[src/core/mcg_pkg.sv]
package mcg_pkg;

  localparam int CLK_HZ = 10_000_000;
  localparam int ACC_W  = 24;

  // Accumulator moduli; the scaled one makes the conversion, symbol and non-exempt bit clocks 8/7 faster.
  localparam logic [ACC_W-1:0] MOD_NORM   = ACC_W'(CLK_HZ);
  localparam logic [ACC_W-1:0] MOD_SCALED = ACC_W'(CLK_HZ * 7 / 8);
  localparam logic [ACC_W-1:0] REF_HALF   = ACC_W'(CLK_HZ / 2);

  // Sample, bit and symbol rates in Hz.
  localparam int RATE_9600  = 9600;
  localparam int RATE_8000  = 8000;
  localparam int RATE_7200  = 7200;
  localparam int BIT_RATE_0 = 19200;
  localparam int BIT_RATE_1 = 9600;
  localparam int BIT_RATE_2 = 7200;
  localparam int BIT_RATE_3 = 4800;
  localparam int BIT_RATE_4 = 2400;
  localparam int BIT_RATE_5 = 1200;
  localparam int BIT_RATE_6 = 600;
  localparam int BIT_RATE_7 = 300;
  localparam int SYM_RATE_0 = 2400;
  localparam int SYM_RATE_1 = 1600;
  localparam int SYM_RATE_2 = 1200;
  localparam int SYM_RATE_3 = 600;

  localparam logic [2:0] BIT_SEL_EXEMPT = 3'h0;
  localparam logic [1:0] RATE_SEL_9600  = 2'h0;
  localparam logic [1:0] RATE_SEL_8000  = 2'h1;

  // Operating mode codes.
  localparam logic [2:0] MODE_FALLBACK = 3'h0;
  localparam logic [2:0] MODE_V32_SYNC = 3'h4;
  localparam logic [2:0] MODE_V32_INT  = 3'h5;
  localparam logic [2:0] MODE_LOOP     = 3'h6;
  localparam logic [2:0] MODE_ASYNC_TS = 3'h7;

  // Conversion step per master cycle; strobe once per sample period.
  function automatic logic [ACC_W-1:0] conv_inc(input logic [1:0] sel);
    case (sel)
      RATE_SEL_9600: conv_inc = ACC_W'(RATE_9600);
      RATE_SEL_8000: conv_inc = ACC_W'(RATE_8000);
      default:       conv_inc = ACC_W'(RATE_7200);
    endcase
  endfunction

  // Bit clock step; twice the rate because the output toggles on each wrap.
  function automatic logic [ACC_W-1:0] bit_inc(input logic [2:0] sel);
    int r;
    case (sel)
      3'h0:    r = BIT_RATE_0;
      3'h1:    r = BIT_RATE_1;
      3'h2:    r = BIT_RATE_2;
      3'h3:    r = BIT_RATE_3;
      3'h4:    r = BIT_RATE_4;
      3'h5:    r = BIT_RATE_5;
      3'h6:    r = BIT_RATE_6;
      default: r = BIT_RATE_7;
    endcase
    bit_inc = ACC_W'(2 * r);
  endfunction

  // Symbol clock step, twice the rate for the same reason.
  function automatic logic [ACC_W-1:0] sym_inc(input logic [1:0] sel);
    int r;
    case (sel)
      2'h0:    r = SYM_RATE_0;
      2'h1:    r = SYM_RATE_1;
      2'h2:    r = SYM_RATE_2;
      default: r = SYM_RATE_3;
    endcase
    sym_inc = ACC_W'(2 * r);
  endfunction

  // True for the synchronous family of modes.
  function automatic logic is_v32(input logic [2:0] m);
    is_v32 = (m == MODE_V32_SYNC) || (m == MODE_V32_INT) || (m == MODE_LOOP);
  endfunction

endpackage

[src/core/mcg_clock_gen.sv]
`timescale 1ns/1ps
module mcg_clock_gen #(
  parameter int PHASE_W = 9,
  parameter int DATA_W  = 16
) (
  input  wire logic                      I_REF_CLK,
  input  wire logic                      I_RESET_N,
  input  wire logic [2:0]                I_OPERATING_MODE_FIELD,
  input  wire logic                      I_HIGH_SPEED,
  input  wire logic [1:0]                I_SAMPLE_RATE_SEL,
  input  wire logic [2:0]                I_SYNC_RATE_SEL,
  input  wire logic                      I_INTERP_EN,
  input  wire logic [2:0]                I_TX_BIT_SEL,
  input  wire logic [1:0]                I_TX_SYM_SEL,
  input  wire logic [2:0]                I_RX_BIT_SEL,
  input  wire logic [1:0]                I_RX_SYM_SEL,
  input  wire logic signed [PHASE_W-1:0] I_RX_PHASE,
  input  wire logic                      I_RX_PHASE_WR,
  input  wire logic signed [PHASE_W-1:0] I_TX_PHASE,
  input  wire logic                      I_TX_PHASE_WR,
  input  wire logic                      I_TERMINAL_SYNC_IN,
  input  wire logic [DATA_W-1:0]         I_TX_SAMPLE,
  input  wire logic [DATA_W-1:0]         I_ADC_RESULT,
  input  wire logic [DATA_W-1:0]         I_INTERP_IN,
  output logic                           O_TX_CONVERT_STROBE,
  output logic                           O_RX_CONVERT_STROBE,
  output logic                           O_TX_BIT_CLOCK,
  output logic                           O_TX_SYMBOL_CLOCK,
  output logic                           O_RX_BIT_CLOCK,
  output logic                           O_RX_SYMBOL_CLOCK,
  output logic                           O_DAC_UPDATE,
  output logic [DATA_W-1:0]              O_DAC_SAMPLE,
  output logic [DATA_W-1:0]              O_RX_SAMPLE,
  output logic                           O_INTERP_LOAD,
  output logic                           O_INTERP_OUT_STROBE,
  output logic [DATA_W-1:0]              O_INTERP_OUT,
  output logic                           O_SOFT_RESET,
  output logic                           O_LOCK_DONE
);

  localparam int AW = mcg_pkg::ACC_W;
  localparam int NCO_N = 7;
  localparam int TXC = 0;
  localparam int TXB = 1;
  localparam int TXS = 2;
  localparam int RXC = 3;
  localparam int RXB = 4;
  localparam int RXS = 5;
  localparam int REF = 6;

  typedef enum logic [2:0] {
    ST_SRST = 3'b001,
    ST_LOCK = 3'b010,
    ST_RUN  = 3'b100
  } mcg_state_e;

  // One accumulator step of k increments, reporting a wrap in the top bit.
  function automatic logic [AW:0] nco_step(input logic [AW-1:0] a, input logic [AW-1:0] inc,
                                           input logic [AW-1:0] md, input logic [1:0] k);
    logic [AW:0] s;
    s = {1'b0, a};
    if (k == 2'h2) begin
      s = s + {inc, 1'b0};
    end else if (k == 2'h1) begin
      s = s + {1'b0, inc};
    end
    if (s >= {1'b0, md}) begin
      nco_step = {1'b1, AW'(s - {1'b0, md})};
    end else begin
      nco_step = {1'b0, s[AW-1:0]};
    end
  endfunction

  mcg_state_e                 state_reg, state_next;
  logic [2:0]                 mode_reg, mode_next;
  logic [1:0]                 rate_reg, rate_next;
  logic [2:0]                 sync_reg, sync_next;
  logic                       scale_reg, scale_next;
  logic                       terminal_sync_in_reg, terminal_sync_in_next;
  logic signed [PHASE_W-1:0]  tx_adj_reg, tx_adj_next;
  logic signed [PHASE_W-1:0]  rx_adj_reg, rx_adj_next;
  logic [AW-1:0]              acc_reg [0:NCO_N-1];
  logic [AW-1:0]              acc_next [0:NCO_N-1];
  logic [AW-1:0]              inc [0:NCO_N-1];
  logic [AW-1:0]              modv [0:NCO_N-1];
  logic [1:0]                 kv [0:NCO_N-1];
  logic [NCO_N-1:0]           wrap;
  logic                       srst_req, mode_chg, lock_evt, run, digital_phase_lock_loop_fire;
  logic                       rx_first, scaled;
  logic [AW-1:0]              mod_c;
  logic                       txc_reg, rxc_reg, txb_reg, txs_reg, rxb_reg, rxs_reg;
  logic                       txc_next, rxc_next, txb_next, txs_next, rxb_next, rxs_next;
  logic                       dac_up_reg, dac_up_next, ild_reg, ild_next, iout_reg, iout_next;
  logic                       srst_out_reg, lock_reg;
  logic [DATA_W-1:0]          dac_reg, dac_next, adc_reg, adc_next;
  logic [DATA_W-1:0]          ihold_reg, ihold_next, iout_d_reg, iout_d_next;

  // Configuration tracking, soft reset detection and the lock sequence.
  always_comb begin
    mode_next  = I_OPERATING_MODE_FIELD;
    rate_next  = I_SAMPLE_RATE_SEL;
    sync_next  = I_SYNC_RATE_SEL;
    scale_next = I_HIGH_SPEED;
    mode_chg   = (I_OPERATING_MODE_FIELD != mode_reg);
    srst_req   = (mcg_pkg::is_v32(I_OPERATING_MODE_FIELD) && !mcg_pkg::is_v32(mode_reg))
                 || (rate_next != rate_reg) || (sync_next != sync_reg)
                 || (scale_next != scale_reg);
    rx_first   = (mode_reg == mcg_pkg::MODE_V32_SYNC) || (mode_reg == mcg_pkg::MODE_V32_INT);
    // Receive locks to transmit first; loopback locks transmit to receive.
    if (rx_first) begin
      lock_evt = wrap[TXC];
    end else if (mode_reg == mcg_pkg::MODE_LOOP) begin
      lock_evt = wrap[RXC];
    end else begin
      lock_evt = 1'b1;
    end
    state_next = state_reg;
    case (state_reg)
      ST_SRST: state_next = ST_LOCK;
      ST_LOCK: begin
        if (lock_evt) begin
          state_next = ST_RUN;
        end
      end
      ST_RUN:  state_next = ST_RUN;
      default: state_next = ST_SRST;
    endcase
    if (srst_req) begin
      state_next = ST_SRST;
    end else if (mode_chg) begin
      state_next = ST_LOCK;
    end
  end

  // Phase adjustment: pending cycles stretch or shorten the path's periods.
  always_comb begin
    run        = (state_reg == ST_RUN);
    terminal_sync_in_next = I_TERMINAL_SYNC_IN;
    tx_adj_next = tx_adj_reg;
    rx_adj_next = rx_adj_reg;
    if (tx_adj_reg > 0) tx_adj_next = tx_adj_reg - PHASE_W'(1);
    if (tx_adj_reg < 0) tx_adj_next = tx_adj_reg + PHASE_W'(1);
    if (rx_adj_reg > 0) rx_adj_next = rx_adj_reg - PHASE_W'(1);
    if (rx_adj_reg < 0) rx_adj_next = rx_adj_reg + PHASE_W'(1);
    if (run && I_RX_PHASE_WR) begin
      rx_adj_next = I_RX_PHASE;
      if (mode_reg == mcg_pkg::MODE_LOOP) begin
        tx_adj_next = I_RX_PHASE;
      end
    end
    if (run && I_TX_PHASE_WR && ((mode_reg == mcg_pkg::MODE_FALLBACK)
                                 || (mode_reg == mcg_pkg::MODE_V32_INT))) begin
      tx_adj_next = I_TX_PHASE;
    end
    // Bang-bang loop: in run in MODE_V32_SYNC or MODE_ASYNC_TS, each rising terminal sync edge with no transmit adjustment pending nudges transmit one cycle.
    digital_phase_lock_loop_fire = run && I_TERMINAL_SYNC_IN && !terminal_sync_in_reg && (tx_adj_reg == 0)
                && ((mode_reg == mcg_pkg::MODE_V32_SYNC)
                    || (mode_reg == mcg_pkg::MODE_ASYNC_TS));
    if (digital_phase_lock_loop_fire) begin
      tx_adj_next = (acc_reg[REF] < mcg_pkg::REF_HALF) ? -PHASE_W'(1) : PHASE_W'(1);
      if ((mode_reg == mcg_pkg::MODE_V32_SYNC) && (rx_adj_reg == 0)) begin
        rx_adj_next = tx_adj_next;
      end
    end
    if (state_reg == ST_SRST) begin
      tx_adj_next = '0;
      rx_adj_next = '0;
    end
  end

  // Rate generators, all stepped from the one master clock.
  always_comb begin
    scaled = scale_reg && ((mode_reg == mcg_pkg::MODE_V32_SYNC)
                           || (mode_reg == mcg_pkg::MODE_V32_INT));
    mod_c  = scaled ? mcg_pkg::MOD_SCALED : mcg_pkg::MOD_NORM;
    inc[TXC] = mcg_pkg::conv_inc(rate_reg);
    inc[RXC] = mcg_pkg::conv_inc(rate_reg);
    inc[TXB] = mcg_pkg::bit_inc(I_TX_BIT_SEL);
    inc[RXB] = mcg_pkg::bit_inc(I_RX_BIT_SEL);
    inc[TXS] = mcg_pkg::sym_inc(I_TX_SYM_SEL);
    inc[RXS] = mcg_pkg::sym_inc(I_RX_SYM_SEL);
    inc[REF] = mcg_pkg::bit_inc(sync_reg);
    modv[TXC] = mod_c;
    modv[RXC] = mod_c;
    modv[TXS] = mod_c;
    modv[RXS] = mod_c;
    modv[TXB] = (I_TX_BIT_SEL == mcg_pkg::BIT_SEL_EXEMPT) ? mcg_pkg::MOD_NORM : mod_c;
    modv[RXB] = (I_RX_BIT_SEL == mcg_pkg::BIT_SEL_EXEMPT) ? mcg_pkg::MOD_NORM : mod_c;
    modv[REF] = mcg_pkg::MOD_NORM;
    for (int i = 0; i < NCO_N; i++) begin
      if (state_reg == ST_SRST) begin
        kv[i] = 2'h0;
      end else if (i < RXC || i == REF) begin
        kv[i] = (tx_adj_reg > 0) ? 2'h2 : (tx_adj_reg < 0) ? 2'h0 : 2'h1;
      end else begin
        kv[i] = (rx_adj_reg > 0) ? 2'h2 : (rx_adj_reg < 0) ? 2'h0 : 2'h1;
      end
      {wrap[i], acc_next[i]} = nco_step(acc_reg[i], inc[i], modv[i], kv[i]);
      if (state_reg == ST_SRST) begin
        acc_next[i] = '0;
      end
    end
    // Initial lock copies the leading path's phase into the following path.
    if (state_reg == ST_LOCK && lock_evt && rx_first) begin
      acc_next[RXC] = acc_next[TXC];
      acc_next[RXB] = '0;
      acc_next[RXS] = '0;
    end
    if (state_reg == ST_LOCK && lock_evt && mode_reg == mcg_pkg::MODE_LOOP) begin
      acc_next[TXC] = acc_next[RXC];
      acc_next[TXB] = '0;
      acc_next[TXS] = '0;
    end
  end

  // Strobes, clock levels and sample transfers.
  always_comb begin
    txc_next = wrap[TXC];
    rxc_next = wrap[RXC];
    txb_next = txb_reg ^ wrap[TXB];
    txs_next = txs_reg ^ wrap[TXS];
    rxb_next = rxb_reg ^ wrap[RXB];
    rxs_next = rxs_reg ^ wrap[RXS];
    dac_next = dac_reg;
    adc_next = adc_reg;
    ihold_next  = ihold_reg;
    iout_d_next = iout_d_reg;
    // Loopback runs the converters from the receive strobe.
    if (mode_reg == mcg_pkg::MODE_LOOP) begin
      dac_up_next = wrap[RXC];
    end else begin
      dac_up_next = wrap[TXC];
    end
    if (dac_up_next) begin
      dac_next = I_TX_SAMPLE;
    end
    if (mcg_pkg::is_v32(mode_reg) ? dac_up_next : wrap[RXC]) begin
      adc_next = I_ADC_RESULT;
    end
    ild_next  = I_INTERP_EN && rx_first && wrap[TXC];
    iout_next = I_INTERP_EN && rx_first && wrap[RXC];
    if (ild_next) begin
      ihold_next = I_INTERP_IN;
    end
    if (iout_next) begin
      iout_d_next = ild_next ? I_INTERP_IN : ihold_reg;
    end
  end

  always_ff @(posedge I_REF_CLK or negedge I_RESET_N) begin
    if (!I_RESET_N) begin
      state_reg    <= ST_SRST;
      mode_reg     <= mcg_pkg::MODE_FALLBACK;
      rate_reg     <= mcg_pkg::RATE_SEL_9600;
      sync_reg     <= 3'h0;
      scale_reg    <= 1'b0;
      terminal_sync_in_reg    <= 1'b0;
      tx_adj_reg   <= '0;
      rx_adj_reg   <= '0;
      for (int i = 0; i < NCO_N; i++) acc_reg[i] <= '0;
      {txc_reg, rxc_reg, txb_reg, txs_reg, rxb_reg, rxs_reg} <= 6'h00;
      {dac_up_reg, ild_reg, iout_reg, srst_out_reg, lock_reg} <= 5'h00;
      dac_reg      <= '0;
      adc_reg      <= '0;
      ihold_reg    <= '0;
      iout_d_reg   <= '0;
    end else begin
      state_reg    <= state_next;
      mode_reg     <= mode_next;
      rate_reg     <= rate_next;
      sync_reg     <= sync_next;
      scale_reg    <= scale_next;
      terminal_sync_in_reg    <= terminal_sync_in_next;
      tx_adj_reg   <= tx_adj_next;
      rx_adj_reg   <= rx_adj_next;
      for (int i = 0; i < NCO_N; i++) acc_reg[i] <= acc_next[i];
      {txc_reg, rxc_reg, txb_reg, txs_reg, rxb_reg, rxs_reg} <=
        {txc_next, rxc_next, txb_next, txs_next, rxb_next, rxs_next};
      {dac_up_reg, ild_reg, iout_reg} <= {dac_up_next, ild_next, iout_next};
      srst_out_reg <= (state_next == ST_SRST);
      lock_reg     <= (state_next == ST_RUN);
      dac_reg      <= dac_next;
      adc_reg      <= adc_next;
      ihold_reg    <= ihold_next;
      iout_d_reg   <= iout_d_next;
    end
  end

  // Every output is taken straight from a flip-flop.
  assign O_TX_CONVERT_STROBE = txc_reg;
  assign O_RX_CONVERT_STROBE = rxc_reg;
  assign O_TX_BIT_CLOCK      = txb_reg;
  assign O_TX_SYMBOL_CLOCK   = txs_reg;
  assign O_RX_BIT_CLOCK      = rxb_reg;
  assign O_RX_SYMBOL_CLOCK   = rxs_reg;
  assign O_DAC_UPDATE        = dac_up_reg;
  assign O_DAC_SAMPLE        = dac_reg;
  assign O_RX_SAMPLE         = adc_reg;
  assign O_INTERP_LOAD       = ild_reg;
  assign O_INTERP_OUT_STROBE = iout_reg;
  assign O_INTERP_OUT        = iout_d_reg;
  assign O_SOFT_RESET        = srst_out_reg;
  assign O_LOCK_DONE         = lock_reg;

  // Cycles since the last interpolator load; saturates so a long gap never wraps.
  logic [11:0] ld_gap_reg, ld_gap_next;
  always_comb begin
    ld_gap_next = (ld_gap_reg == 12'hfff) ? ld_gap_reg : ld_gap_reg + 12'h001;
    if (O_INTERP_LOAD) begin
      ld_gap_next = 12'h000;
    end
  end

  // Registers the load distance counter.
  always_ff @(posedge I_REF_CLK or negedge I_RESET_N) begin
    if (!I_RESET_N) begin
      ld_gap_reg <= 12'hfff;
    end else begin
      ld_gap_reg <= ld_gap_next;
    end
  end
endmodule

[config.mk]
export PLATFORM = sky130hd
export DESIGN_NAME = mcg_clock_gen
export DESIGN_NICKNAME = d
export VERILOG_FILES = /design/src/core/mcg_pkg.sv /design/src/core/mcg_clock_gen.sv
export SDC_FILE = /design/constraint.sdc
export NUM_CORES = 1
export LEC_CHECK = 0
export ABC_AREA = 1
export BUFFER_PORTS_ARGS = -buffer_cell sky130_fd_sc_hd__buf_2
export CAP_MARGIN = 20
export CORE_UTILIZATION = 42
export CTS_CLUSTER_SIZE = 28
export DETAILED_ROUTE_END_ITERATION = 7
export PLACE_DENSITY = 0.67
export SYNTH_ARGS = -nofsm -noshare
export SYNTH_HDL_FRONTEND = slang
export SYNTH_SLANG_ARGS = --single-unit
export TNS_END_PERCENT = 50
[constraint.sdc]
create_clock -name I_REF_CLK -period 13.35 [get_ports I_REF_CLK]
set_input_delay 0.6675 -clock I_REF_CLK [delete_from_list [all_inputs] [get_ports I_REF_CLK]]
set_output_delay 0.6675 -clock I_REF_CLK [all_outputs]
set_load 0.02 [all_outputs]
==> flow_metrics.tcl <==
set metrics [dict create \
    status "completed" \
    die_area_um2 72600 \
    p_seq_share_pct 38.9 \
    synthTopCellsByCount "1505 x nand2_1, 678 x inv_1, 473 x nand3_1" \
    grt_overflow 0 \
    antenna_cells 0 \
    async_flop_share_pct 100 \
    cts_made_buffers 34 \
    pwr-share-clk_pct 47.3 \
    synthTopCellsByArea "dfrtp_1 21%, nand2_1 19%, inv_1 8.5%" \
    final-seq-area_um2 6430 \
    pwr-share-comb_pct 13.8 \
    synth_edf_count 0 \
    cp-start-kind "flip-flop" \
    cts_setup_buffers 0 \
    grt_start_max_net_pins 79 \
    drive_gt1_share_pct 7.79 \
    switching_power_w 0.000595 \
    rsz0062_at_grt "no" \
    path_common_cell "nand3_1" \
    syn2layout_area_growth_pct 7.94 \
    crit_slowest_cell "nand4_4" \
    clock_latency_ps 590 \
    nets 5263 \
    crit_type "flip-flop to flip-flop" \
    grt_pass1_wl_um 144000 \
    avgViaCountPerCell 5.26 \
    wl_um 87200 \
    synth_area_um2 30100 \
    num_vias 31100 \
    cts_resized 0 \
    yosysTopAreaCellShare_pct 21.3 \
    drt_iter0_drc 2397 \
    fin_skew_ps 46.1 \
    die_w_um 270 \
    ir_worst_vdd_mv 0.0636 \
    fillers 7546 \
    min_period_ps 6760 \
    cp-end-kind "flip-flop" \
    fin_ws_ps 6590 \
    gp_congestion 0.933 \
    ys_ff_latch 257 \
    port_buffers 149 \
    grtUsageTotal_pct 23.6 \
    internal_power_w 0.00146 \
    p_per_area_nw_per_um2 63.3 \
    yosysSeqAreaShare_pct 21.4 \
    cts-root-buf "clkbuf_16" \
    synth_top_flop_cell "dfrtp_1" \
    die_y_um 270 \
    yosysMostFrequentCell "nand2_1" \
    drv_slew 0 \
    synth_warnings 0 \
    multiInputGateArea_um2 20100 \
    finalSetupTns_ps 0 \
    postSynthAreaPerCell_um2 6.16 \
    num_rows 97 \
    clockBufferDepth 3 \
    synth_nets 5186 \
    synth_area_leader_cell "dfrtp_1" \
    p_sw_share_pct 29.0 \
    cts_tree "built" \
    finalSetupViolations 0 \
    synth_cell_types 67 \
    required_ps 13790 \
    grt_pass1_vias 29000 \
    clock.fmax_mhz 148 \
    post-dp-hpwl_um 66500 \
    clock-sinks 257 \
    fp.coreArea_um2 70400 \
    critPathMaxFanout 39 \
    slowest_delay_ps 600 \
    netlist_instances 4880 \
    largest_reg_flops 151 \
    antenna_found_initial 0 \
    wl_per_cell_um 14.7 \
    final_antenna_net_count 0 \
    fin_crit_sh_pct 50.6 \
    start_util_pct 42.7 \
    cap_violations 0 \
    drcViolationCount 0 \
    worst_pin_slew_ps 1130 \
    slew_headroom_pct 24.2 \
    holdCritPathClass "input port to async pin" \
    dp_slack_ps 6690 \
    p_leak_nw 18.2 \
    first_pass_iters 5 \
    path_clk_slew_ps 60 \
    arrival_ps 7200 \
    ios 150 \
    cts_max_level 2 \
    ctsHoldBuffers 0 \
    hold_viol_final 0 \
]
## layout by cell type (no fill, tap or decap), types with 10 or more instances in the layout
cell type	count
nand2_2	38
inv_2	25
clkbuf_16	34
inv_1	678
o21ai_1	22
o21ai_0	192
nand3_1	473
or2_2	30
o21a_1	22
nor2_2	13
nor2_1	424
a21oi_1	227
buf_4	15
a31oi_1	37
xor2_1	114
dfrtp_1	256
buf_2	148
nor3_1	58
o211ai_1	33
and2_1	20
fa_1	16
nand4_1	120
xnor2_1	42
nand3_2	25
a21boi_0	10
a21o_1	11
nand2_1	1505
o21bai_1	24
nand3b_1	27
ha_1	199
## kinds of logic after synthesis
logic type	after synthesis	share of synthesized area (%)
simple gates	2787	40.8
buf+inv	830	11.6
compound gates	630	12.1
flops	257	21.4
fa+ha+maj	215	9.35
xor+xnor	156	4.55
mux	5	0.167
## worst max-delay path, delay by kind of cell, from the launching register on
family | cells | cell delay, ps
adder cells (fa/ha/maj) | 2 | 910
AND/OR/NAND/NOR | 20 | 3780
XOR/XNOR | 1 | 200
buffers and inverters | 7 | 1200
flip-flops | 1 | 480
## power by group through the flow
stage          sequential [W]  combinational [W]  clock, W
2_1_floorplan        0.000822           0.000181         0
3_3_place_gp         0.000812           0.000280         0
3_5_place_dp         0.000812           0.000282         0
4_1_cts              0.000798           0.000284  0.000996
5_1_grt              0.000800           0.000319   0.00102
6_report             0.000799           0.000284  0.000971
## final cells by class
class	instances	share of cell area, %
clock buffer	46	2.88
clock inverter	14	0.694
inverter	707	8.20
multi-input combinational	3793	62.1
sequential	257	19.8
tap	940	3.63
timing repair buffer	164	2.68
## final timing paths
check / startpoint / to / slack (ps) / depth (start not counted)
setup / recovery: rate_reg[1] / acc_reg[66] / 6590 / 30
hold / removal: I_RESET_N / O_RX_BIT_CLOCK / 80 / 1
setup reg to reg: rate_reg[1] / acc_reg[66] / 6590 / 30
hold reg to reg: O_RX_BIT_CLOCK / O_RX_BIT_CLOCK / 460 / 1
max in group asynchronous: I_RESET_N / O_DAC_SAMPLE[11] / 11810 / 2
min in group I_REF_CLK: I_TERMINAL_SYNC_IN / terminal_sync_in_reg / 220 / 1
## layer usage
layer,part of all wire [%],up-vias,global-route usage [%]
li1,-,16000,-
met1,45,14300,30.7
met2,47,768,40.5
met3,4.9,130,2.60
met4,3.0,0,7.58
met5,0,-,0
## through the flow
step | hold WS [ps] | cells | utilization [%] | total power (W) | instance area, um2
6_report | 83.8 | 5921 | 46.1 | 0.00205 | 32400
5_1_grt | 127 | 5921 | 46.1 | 0.00214 | 32400
4_1_cts | 100 | 5921 | 46.1 | 0.00208 | 32400
3_5_place_dp | 455 | 5861 | 44.4 | 0.00109 | 31300
3_3_place_gp | 452 | 5861 | 44.4 | 0.00109 | 31300
2_1_floorplan | 372 | 4880 | - | 0.00100 | 30100
Note: power is estimated with default switching activity, not from simulation.
